[src/verilog/adcc_pkg.sv]
// Package: register map, field layout and timing counts of the converter control
package adcc_pkg;
  // ==========================================================
  // Register indices (word address on the bus)
  localparam logic [2:0] IDX_MODE = 3'h0;
  localparam logic [2:0] IDX_RESULT = 3'h1;
  localparam logic [2:0] IDX_START = 3'h2;
  localparam logic [2:0] IDX_IRQ_STAT = 3'h3;
  localparam logic [2:0] IDX_IRQ_MASK = 3'h4;

  // ==========================================================
  // Field positions
  localparam int POS_SPEED = 7;
  localparam int POS_TRIG_EN = 6;
  localparam int POS_CHAN_HI = 3;
  localparam int POS_FLAG = 7;
  localparam int POS_DONE = 0;

  // ==========================================================
  // Reset and fixed read values
  localparam logic [7:0] MODE_RESET = 8'h30;
  localparam logic [1:0] MODE_RSVD = 2'h3;
  localparam logic [6:0] START_RSVD = 7'h7f;
  localparam logic [3:0] CHAN_RESET = 4'h0;

  // ==========================================================
  // Conversion timing in system clock cycles
  localparam logic [5:0] PERIOD_SLOW = 6'h3e;
  localparam logic [5:0] PERIOD_FAST = 6'h1f;
  localparam logic [5:0] SAMPLE_SLOW = 6'h0e;
  localparam logic [5:0] SAMPLE_FAST = 6'h07;
  localparam logic [2:0] STEP_SLOW = 3'h6;
  localparam logic [2:0] STEP_FAST = 3'h3;
  localparam logic [7:0] SAR_FIRST = 8'h80;

  // ==========================================================
  // Types
  typedef enum logic [1:0] {ST_IDLE, ST_SAMPLE, ST_CONVERT} adcc_state_type;

  typedef struct packed {
    logic speed_select;
    logic ext_trigger_enable;
    logic [3:0] channel_sel;
  } adcc_mode_type;

  typedef struct packed {
    logic sample_hold;
    logic mux_enable;
    logic [2:0] mux_select;
    logic [7:0] dac_code;
  } adcc_afe_type;
endpackage

[src/verilog/adcc_top.sv]
// Converter control: register slave, trigger, successive approximation and interrupt
//
// Register access over Avalon-MM and the register offsets are this design's own decisions.
`timescale 1ns/100ps
// ==========================================================
// Notes on behaviour
// - Result register is 8-bit read-only, readable any time.
// - Completion loads the approximation into result; held until next completion.
// - Reset does not touch the result register.
// - Mode register resets to 30 hex: slow, trigger off, no channel.
// - Mode bit 7 picks 62 cycles at 0 or 31 cycles at 1.
// - Mode bit 6 low ignores trigger pin; high starts on chosen edge.
// - Trigger edge polarity comes from an edge-select bit outside this block.
// - Reserved mode bits 5:4 and start bits 6:0 read one, ignore writes.
// - Channel field: 00xx none, 01xx inputs 0-3, 10xx inputs 4-7, 11xx reserved.
// - Writing start bit 7 one starts, zero stops; flag resets to zero.
// - Flag reads one while converting, self-clears with the result store.
// - Enabled trigger edge sets the flag and starts a conversion.
// - Each completion sets the done request; interrupt only when enabled.
// - Idle after completion until flag set again; each start repeats sequence.
module adcc_top
  import adcc_pkg::*;
(
  input wire logic clk_sys,
  input wire logic rst_b,
  input wire logic clk_en,
  input wire logic [2:0] avs_address,
  input wire logic avs_read,
  input wire logic avs_write,
  input wire logic [31:0] avs_writedata,
  output logic [31:0] avs_readdata,
  output logic avs_waitrequest,
  input wire logic trigger_pin,
  input wire logic trigger_edge_polarity,
  input wire logic comp_in,
  output adcc_afe_type afe,
  output logic irq
);

  // ==========================================================
  // State
  adcc_state_type state, next_state;
  adcc_mode_type mode, next_mode;
  logic [5:0] cnt, next_cnt;
  logic [2:0] sub, next_sub;
  logic [2:0] bit_idx, next_bit_idx;
  logic [7:0] sar, next_sar;
  logic [7:0] result, next_result;
  logic trig_q, next_trig_q;
  logic irq_stat, next_irq_stat;
  logic irq_mask, next_irq_mask;
  logic [31:0] next_readdata;
  logic next_waitrequest;
  logic next_irq;
  adcc_afe_type next_afe;

  // Combinational helpers
  logic acc;
  logic wr;
  logic sw_start;
  logic sw_stop;
  logic trig_edge;
  logic trig_start;
  logic done;
  logic busy;
  logic [5:0] samp_len;
  logic [2:0] step_len;
  logic [2:0] bit_low;
  logic [7:0] mode_rd;
  logic [7:0] start_rd;

  // ==========================================================
  // Bus decode: an access completes at the edge where waitrequest is low
  always_comb begin
    acc = !avs_waitrequest && (avs_read || avs_write);
    wr = acc && avs_write;
    sw_start = wr && avs_address == IDX_START && avs_writedata[POS_FLAG];
    sw_stop = wr && avs_address == IDX_START && !avs_writedata[POS_FLAG];
    busy = state != ST_IDLE;
  end

  // ==========================================================
  // Trigger edge detect; polarity bit lives in the edge-select register
  always_comb begin
    next_trig_q = trigger_pin;
    trig_edge = trigger_edge_polarity ? (trigger_pin && !trig_q) : (!trigger_pin && trig_q);
    trig_start = mode.ext_trigger_enable && trig_edge;
  end

  // ==========================================================
  // Mode register write; reserved bits never stored
  always_comb begin
    next_mode = mode;
    if (wr && avs_address == IDX_MODE) begin
      next_mode.speed_select = avs_writedata[POS_SPEED];
      next_mode.ext_trigger_enable = avs_writedata[POS_TRIG_EN];
      next_mode.channel_sel = avs_writedata[POS_CHAN_HI:0];
    end
  end

  // ==========================================================
  // Conversion sequencer
  always_comb begin
    samp_len = mode.speed_select ? SAMPLE_FAST : SAMPLE_SLOW;
    step_len = mode.speed_select ? STEP_FAST : STEP_SLOW;
    bit_low = bit_idx - 3'h1;
    next_state = state;
    next_cnt = cnt;
    next_sub = sub;
    next_bit_idx = bit_idx;
    next_sar = sar;
    next_result = result;
    done = 1'b0;
    case (state)
      ST_IDLE: begin
        // only a new start leaves idle
        if (sw_start || trig_start) begin
          next_state = ST_SAMPLE;
          next_cnt = 6'h00;
          next_sub = 3'h0;
          next_bit_idx = 3'h7;
          next_sar = SAR_FIRST;
        end
      end
      ST_SAMPLE: begin
        next_cnt = cnt + 6'h01;
        if (cnt == samp_len - 6'h01) begin
          next_state = ST_CONVERT;
          next_sub = 3'h0;
        end
      end
      ST_CONVERT: begin
        next_cnt = cnt + 6'h01;
        if (sub == step_len - 3'h1) begin
          next_sub = 3'h0;
          // Comparator low means trial code too high
          if (!comp_in) begin
            next_sar[bit_idx] = 1'b0;
          end
          if (bit_idx == 3'h0) begin
            next_result = next_sar;
            next_state = ST_IDLE;
            done = 1'b1;
          end else begin
            next_bit_idx = bit_low;
            next_sar[bit_low] = 1'b1;
          end
        end else begin
          next_sub = sub + 3'h1;
        end
      end
      default: begin
        next_state = ST_IDLE;
      end
    endcase
    // writing zero aborts without a done event
    if (sw_stop && busy) begin
      next_state = ST_IDLE;
      next_result = result;
      done = 1'b0;
    end
  end

  // ==========================================================
  // Interrupt status and mask; a set in the clearing cycle wins
  always_comb begin
    next_irq_mask = irq_mask;
    if (wr && avs_address == IDX_IRQ_MASK) begin
      next_irq_mask = avs_writedata[POS_DONE];
    end
    next_irq_stat = irq_stat;
    if (wr && avs_address == IDX_IRQ_STAT && avs_writedata[POS_DONE]) begin
      next_irq_stat = 1'b0;
    end
    if (done) begin
      next_irq_stat = 1'b1;
    end
    next_irq = next_irq_stat && next_irq_mask;
  end

  // ==========================================================
  // Read data and waitrequest: one wait cycle, then answer
  always_comb begin
    mode_rd = {mode.speed_select, mode.ext_trigger_enable, MODE_RSVD, mode.channel_sel};
    start_rd = {busy, START_RSVD};
    next_readdata = avs_readdata;
    next_waitrequest = 1'b1;
    if ((avs_read || avs_write) && avs_waitrequest) begin
      next_waitrequest = 1'b0;
      case (avs_address)
        IDX_MODE: next_readdata = {24'h000000, mode_rd};
        IDX_RESULT: next_readdata = {24'h000000, result};
        IDX_START: next_readdata = {24'h000000, start_rd};
        IDX_IRQ_STAT: next_readdata = {31'h00000000, irq_stat};
        IDX_IRQ_MASK: next_readdata = {31'h00000000, irq_mask};
        default: next_readdata = 32'h00000000;
      endcase
    end
  end

  // ==========================================================
  // Analog front end controls, registered from next values
  always_comb begin
    next_afe.sample_hold = next_state == ST_SAMPLE;
    next_afe.dac_code = next_sar;
    // channel decode, 00xx and 11xx select none
    next_afe.mux_enable = next_mode.channel_sel[3] ^ next_mode.channel_sel[2];
    next_afe.mux_select = {next_mode.channel_sel[3], next_mode.channel_sel[1:0]};
  end

  // ==========================================================
  // Control registers
  always_ff @(posedge clk_sys or negedge rst_b) begin
    if (!rst_b) begin
      state <= ST_IDLE;
      // mode resets to slow, no trigger, no channel
      mode <= '{MODE_RESET[POS_SPEED], MODE_RESET[POS_TRIG_EN], MODE_RESET[POS_CHAN_HI:0]};
      cnt <= 6'h00;
      sub <= 3'h0;
      bit_idx <= 3'h7;
      sar <= 8'h00;
      trig_q <= 1'b0;
      irq_stat <= 1'b0;
      irq_mask <= 1'b0;
      irq <= 1'b0;
      avs_readdata <= 32'h00000000;
      avs_waitrequest <= 1'b1;
      afe <= '0;
    end else if (clk_en) begin
      state <= next_state;
      mode <= next_mode;
      cnt <= next_cnt;
      sub <= next_sub;
      bit_idx <= next_bit_idx;
      sar <= next_sar;
      trig_q <= next_trig_q;
      irq_stat <= next_irq_stat;
      irq_mask <= next_irq_mask;
      irq <= next_irq;
      avs_readdata <= next_readdata;
      avs_waitrequest <= next_waitrequest;
      afe <= next_afe;
    end
  end

  // ==========================================================
  // Result register; no reset, so its power-up value is unknown
  // untouched by reset
  always_ff @(posedge clk_sys) begin
    if (clk_en) begin
      result <= next_result;
    end
  end

  // ==========================================================
  // Assertion helpers: length of the current busy run
  logic [6:0] run_len;
  always_ff @(posedge clk_sys or negedge rst_b) begin
    if (!rst_b) begin
      run_len <= 7'h00;
    end else if (clk_en) begin
      run_len <= busy ? run_len + 7'h01 : 7'h00;
    end
  end

  // Result is unknown until the first completion, so its hold check waits for one
  logic result_loaded;
  always_ff @(posedge clk_sys or negedge rst_b) begin
    if (!rst_b) begin
      result_loaded <= 1'b0;
    end else if (clk_en && done) begin
      result_loaded <= 1'b1;
    end
  end
endmodule

[config.mk]
export PLATFORM = sky130hd
export DESIGN_NAME = adcc_top
export DESIGN_NICKNAME = d
export VERILOG_FILES = /design/src/verilog/adcc_pkg.sv /design/src/verilog/adcc_top.sv
export SDC_FILE = /design/constraint.sdc
export NUM_CORES = 1
export LEC_CHECK = 0
export BUFFER_PORTS_ARGS = -buffer_cell sky130_fd_sc_hd__buf_2
export CORE_AREA = 2 2 81 83
export DETAILED_ROUTE_END_ITERATION = 10
export DIE_AREA = 0 0 83 85
export PLACE_DENSITY = 0.78
export SYNTH_ARGS = -nofsm -noshare
export SYNTH_HDL_FRONTEND = slang
export SYNTH_SLANG_ARGS = --single-unit
[constraint.sdc]
create_clock -name clk_sys -period 4.8 [get_ports clk_sys]
set_input_delay 0.24 -clock clk_sys [delete_from_list [all_inputs] [get_ports clk_sys]]
set_output_delay 0.24 -clock clk_sys [all_outputs]
set_load 0.005 [all_outputs]
==> Word level (Yosys, flattened, before mapping) <==
Cells that the tools add are included.
{ "word_totals": {"latch_bits": 0, "reg_bits": 78, "word_cells": 123, "rom_bits": 0, "mem_count": 0, "in_bits": 43, "out_inout_bits": 47, "ram_bits": 0} }
{ "op_classes": {"eq_ne": 13, "add_sub_neg": 5, "bitwise_logic": 5, "reduce_logical": 38, "mux": 40, "n_lt_le_gt_ge": 4, "multipliers": 0, "n_shift": 0, "div_mod_pow": 0} }
{ "ops": {"columns": ["operator", "n"], "rows": [
  ["2-to-1 mux 8 bit", 6],
  ["one-hot mux 8 bit (5 select lines)", 1],
  ["2-to-1 mux 3 bit", 7],
  ["logical AND 1 bit", 17],
  ["one-hot mux 8 bit (2 select lines)", 1],
  ["one-hot mux 6 bit (2 select lines)", 1],
  ["2-to-1 mux 1 bit", 11],
  ["2-to-1 mux 2 bit", 5],
  ["AND reduction 5 bit", 2],
  ["one-hot mux 3 bit (3 select lines)", 1],
  ["bitwise AND 8 bit", 1],
  ["less-than comparator 3 x 4 -> 1 bit (second input constant)", 2],
  ["2-to-1 mux 4 bit", 2],
  ["!= test 2 bit (second input constant)", 4],
  ["inverter 8 bit", 1],
  ["OR 8 bit", 1],
  ["AND reduction 4 bit", 2],
  ["adder 6 x 1 -> 6 bit (second input constant)", 1],
  ["demux 1 bit (select 3 bit)", 2],
  ["== test 3 x 2 -> 1 bit (second input constant)", 2],
  ["== test 6 bit", 1],
  [">= comparator 3 x 1 -> 1 bit (second input constant)", 2],
  ["zero test 3 bit", 2],
  ["2-to-1 mux 6 bit", 1],
  ["20 further kinds", 29]
]} }

==> Logic depth before layout (Yosys ltp) <==
{ "depth": {"depth_word": 13, "mapped_depth": 8} }

==> Worst setup path before layout <==
OpenSTA, ideal clock, no wires.
{ "synth_path": {"path_kind": "flip-flop to flip-flop", "from": "reg state[0]", "to": "reg result[0], enable pin", "path_slack_ps": 2435, "stages_incl_launch_ff": 6, "t_arrival_ps": 1968, "required_ps": 4403, "path_buffers": 1, "path_cell_list": "dfrtp_1 > inv_1 > ha_1 > clkbuf_1 > nand2_1 > nor4_1"} }
{ "synth_via": {"elab_chain_len": 4} }
{ "synth_rtl": {"columns": ["item", "line", "source"], "rows": [
  ["from (decl)", "adcc_top.sv:42", "adcc_state_type state, next_state;"],
  ["from (signal assigned)", "adcc_top.sv:230", "state <= next_state;"],
  ["nonzero test 2 bit", "adcc_top.sv:79", "busy = state != ST_IDLE;"],
  ["logical AND 1 bit", "adcc_top.sv:157", "if (sw_stop && busy) begin"],
  ["inverter 1 bit (no source line)", null, null],
  ["AND reduction 5 bit (no source line) *", null, null],
  ["to (signal assigned)", "adcc_top.sv:251", "result <= next_result;"],
  ["to (decl)", "adcc_top.sv:48", "logic [7:0] result, next_result;"]
]} }
Mark *: on every way between the ends. The rest lies on a longest branch, timed or not.
A chain may end at the register's enable or synchronous reset.

==> Worst setup path in the final report <==
{ "layout_path": {"from": "reg state[0]", "to": "reg sar[0]"} }
{ "layout_via": {"elab_chain_len": 3} }
{ "layout_rtl": {"columns": ["item", "line", "source"], "rows": [
  ["== test 2 bit or zero test 2 bit (tied branches)", "adcc_top.sv:114", "case (state)"],
  ["!= test 2 bit (no source line) or nonzero test 2 bit (tied branches)", null, null],
  ["AND reduction 4 bit (no source line)", null, null],
  ["to (signal assigned)", "adcc_top.sv:235", "sar <= next_sar;"],
  ["to (decl)", "adcc_top.sv:47", "logic [7:0] sar, next_sar;"]
]} }
Several ways; a longest one is shown, not always the timed one.

==> summary.md <==
| Metric | Value |
|---|---|
| RD Place Congestion | `0.879` |
| Min-delay worst type | `in2async` |
| CP max stage delay | `0.55 ns` |
| Cell repeated most along the worst path | `inv_1` |
| Mux cell area share after synthesis | `0.0550` |
| Final Routed Wirelength | `5.99 mm` |
| Nets | `387` |
| Layout area overhead | `7.42%` |
| Fill cells | `569` |
| TritonCTS clock tree | `yes` |
| Inst Count DP | `406` |
| Synth Warn # | `0` |
| I/O pins | `90` |
| Worst slack, placed | `2.62 ns` |
| Synth Area in Adders | `0.0333` |
| Layout cells sized above 1 | `0.190` |
| Post-synth top cells | `dfrtp_1 (39), buf_4 (28), nand2_1 (28)` |
| Vias | `2304` |
| Max-Cap Viols | `0` |
| # Post-CTS Setup Buffers | `0` |
| Worst vdd ir | `0.180 mV` |
| Layout Utilization | `0.520` |
| Yosys top cell area share | `0.325` |
| Vias/cell | `5.57` |
| ANT cells | `0` |
| Synth area leader | `dfrtp_1` |
| Pre-antenna DRT Iters | `4` |
| Final setup fails | `0` |
| CTS-repair resized insts | `0` |
| Die Wd | `83 um` |
| Port bufs | `39` |
| Synth area leaders | `dfrtp_1 (33%), edfxtp_1 (8.0%), buf_4 (7.0%)` |
| Compound-gate portion of the synthesized area | `0.194` |
| Final Cycle Share | `0.465` |
| Crit path required time | `5.03 ns` |
| CP Launch Type | `register` |
| DR iter-0 viols | `96` |
| Initial antenna violation count | `0` |
| DRT antenna net count | `0` |
| Die H | `85 um` |
| Static Leakage | `1.44 nW` |
| Initial core utilization | `0.484` |
| Crit Path Max Fanout | `12` |
| Cell Area, Synth | `0.00300 sq mm` |
| Vias in the first global route | `2211` |
| Status | `finished clean` |
| Grt ovf | `0` |
| Total CTS buffers | `5` |
| CP Cell Sequence | `inv_1 -> ha_1 -> inv_1 -> nor3_1 -> a32oi_1 -> o21ai_0` |
| Tot Pwr | `1.18 mW` |
| Period minus WS final | `2.23 ns` |
| Wire length per cell | `14.5 um` |
| Detailed-route DRC error count | `0` |
| Achievable Freq | `448 MHz` |
| Final cell count without fillers | `414` |
| Synth Instances | `304` |
| # hold bufs at CTS | `0` |
| Clk Latency, worst-skew pair | `0.30 ns` |
| CP bufs+invs | `2` |
| Yosys cell types | `54` |
| Global-route wire length before repair | `10.2 mm` |
| Setup Skew | `0.00673 ns` |
| CP max-delay cell | `nor3_1` |
| Post-synthesis sequential area ratio | `0.440` |
| Number of flops mapped to enable cells by yosys | `8` |
| Asr flop ratio synth | `0.843` |
| Post-layout worst setup margin | `2.57 ns` |
| Gr usage total | `0.172` |
| Worst Hold Slack | `0.0790 ns` |
| Setup TNS | `0 ns` |
| Post-Synth Simple-Gate Area | `0.163` |
| Prevailing post-synth register cell | `dfrtp_1` |
| Root buf cell | `clkbuf_8` |
| Die Area | `0.00706 sq mm` |
| Slew headroom | `0.254` |
| H-tree Lvls | `2` |
| Std-Cell Rows | `29` |
| Mean post-synth cell area | `9.88 sq um` |
| Final Hold Fails | `0` |
| Synth Register Bits | `51` |
| Total clock sinks | `51` |
| Clk slew on worst S/H paths | `0.10 ns` |
| Pins over their slew limit | `0` |
| Delay-heaviest family, CP | `simple AND/OR/NAND/NOR gates` |
| HPWL Detailed | `4.40 mm` |
| XOR/XNOR Fraction of Synth Area | `0.0117` |
| WP data arrival | `2.46 ns` |
| RSZ-0062 raised after global routing | `false` |
| CORE AREA | `0.00620 sq mm` |
| Maximum number of pins on one net before global-route repair | `44` |
| Largest family of logic cells by synthesized area | `compound AO/OA/AOI/OAI gates` |
| WS Path Type | `reg2reg` |
| Design area | `0.00323 sq mm` |
| Cell Area, Placed | `0.00314 sq mm` |
| Slew @ Worst Pin | `1.11 ns` |
| Max clock buf depth | `2` |
| Power per Cell Area | `364 mW/mm^2` |
| Critical Path End Type | `register` |
| Most frequent cell after synthesis | `dfrtp_1` |
## path summary, 6_finish.rpt
path / from / endpoint / slack, ns / cells past startpoint
max: state[0]$_DFFE_PN0P_ / sar[0]$_DFFE_PN0P_ / 2.57 / 6
max reg2reg: state[0]$_DFFE_PN0P_ / sar[0]$_DFFE_PN0P_ / 2.57 / 6
max in group asynchronous: rst_b / state[0]$_DFFE_PN0P_ / 4.13 / 1
min reg2reg: avs_readdata[1]$_DFFE_PN0P_ / avs_readdata[1]$_DFFE_PN0P_ / 0.48 / 2
min in group clk_sys: avs_writedata[6] / mode[4]$_DFFE_PN0P_ / 0.17 / 2
min: rst_b / avs_readdata[3]$_DFFE_PN0P_ / 0.08 / 1
## report_power, final
part / internal [mW] / switching [mW] / total, mW
Clock: 0.102 / 0.147 / 0.249
Sequential: 0.517 / 0.0840 / 0.601
Combinational: 0.143 / 0.182 / 0.325
Total: 0.762 / 0.414 / 1.18
## worst reg2reg max path: stages (launching register included)
cell,delay (ns)
dfrtp_1,0.42
inv_1,0.14
ha_1,0.43
inv_1,0.25
nor3_1,0.56
a32oi_1,0.19
o21ai_0,0.18
## cell families after synthesis
logic type	after synthesis
other	1
DFF	51
buffers and inverters	52
xor gates and xnor gates	4
adders and majority gates	8
muxes	13
and+or+nand+nor	93
AOI/OAI and AO/OA	82
## layer usage
metal  global-route usage  share of wire
met1                0.230           0.45
met2                0.297           0.49
met3               0.0292          0.048
met4               0.0387         0.0077
met5                    0              0
## cells in the final DEF, fill, tap and decap left out, drive strengths merged, types with 9 or more instances in the layout
cell	n
mux2	10
conb	24
buf	41
a21oi	9
dfrtp	39
nand2	28
inv	13
nand3	11
nor2	18
a21boi	10
o21ai	17
## sequential cells by signal, summed over array words and instances (netlist names)
register,count
avs_readdata,8
result,8
sar,8
cnt,6
afe,5
bit_idx,3
mode,3
sub,3
state,2
avs_waitrequest,1
irq,1
irq_mask,1
irq_stat,1
trig_q,1
## final cells by class
| cell class | instances | area [sq um] | share of cell area |
|---|---|---|---|
| clock inverters | 3 | 20.0 | 0.00621 |
| well taps | 77 | 96.3 | 0.0299 |
| repair buffers | 41 | 210 | 0.0652 |
| flip-flops and latches | 51 | 1320 | 0.410 |
| multi-input cells | 224 | 1460 | 0.453 |
| inverters | 13 | 48.8 | 0.0151 |
| clock buffers | 5 | 68.8 | 0.0213 |
(Power assumes the default switching activity.)
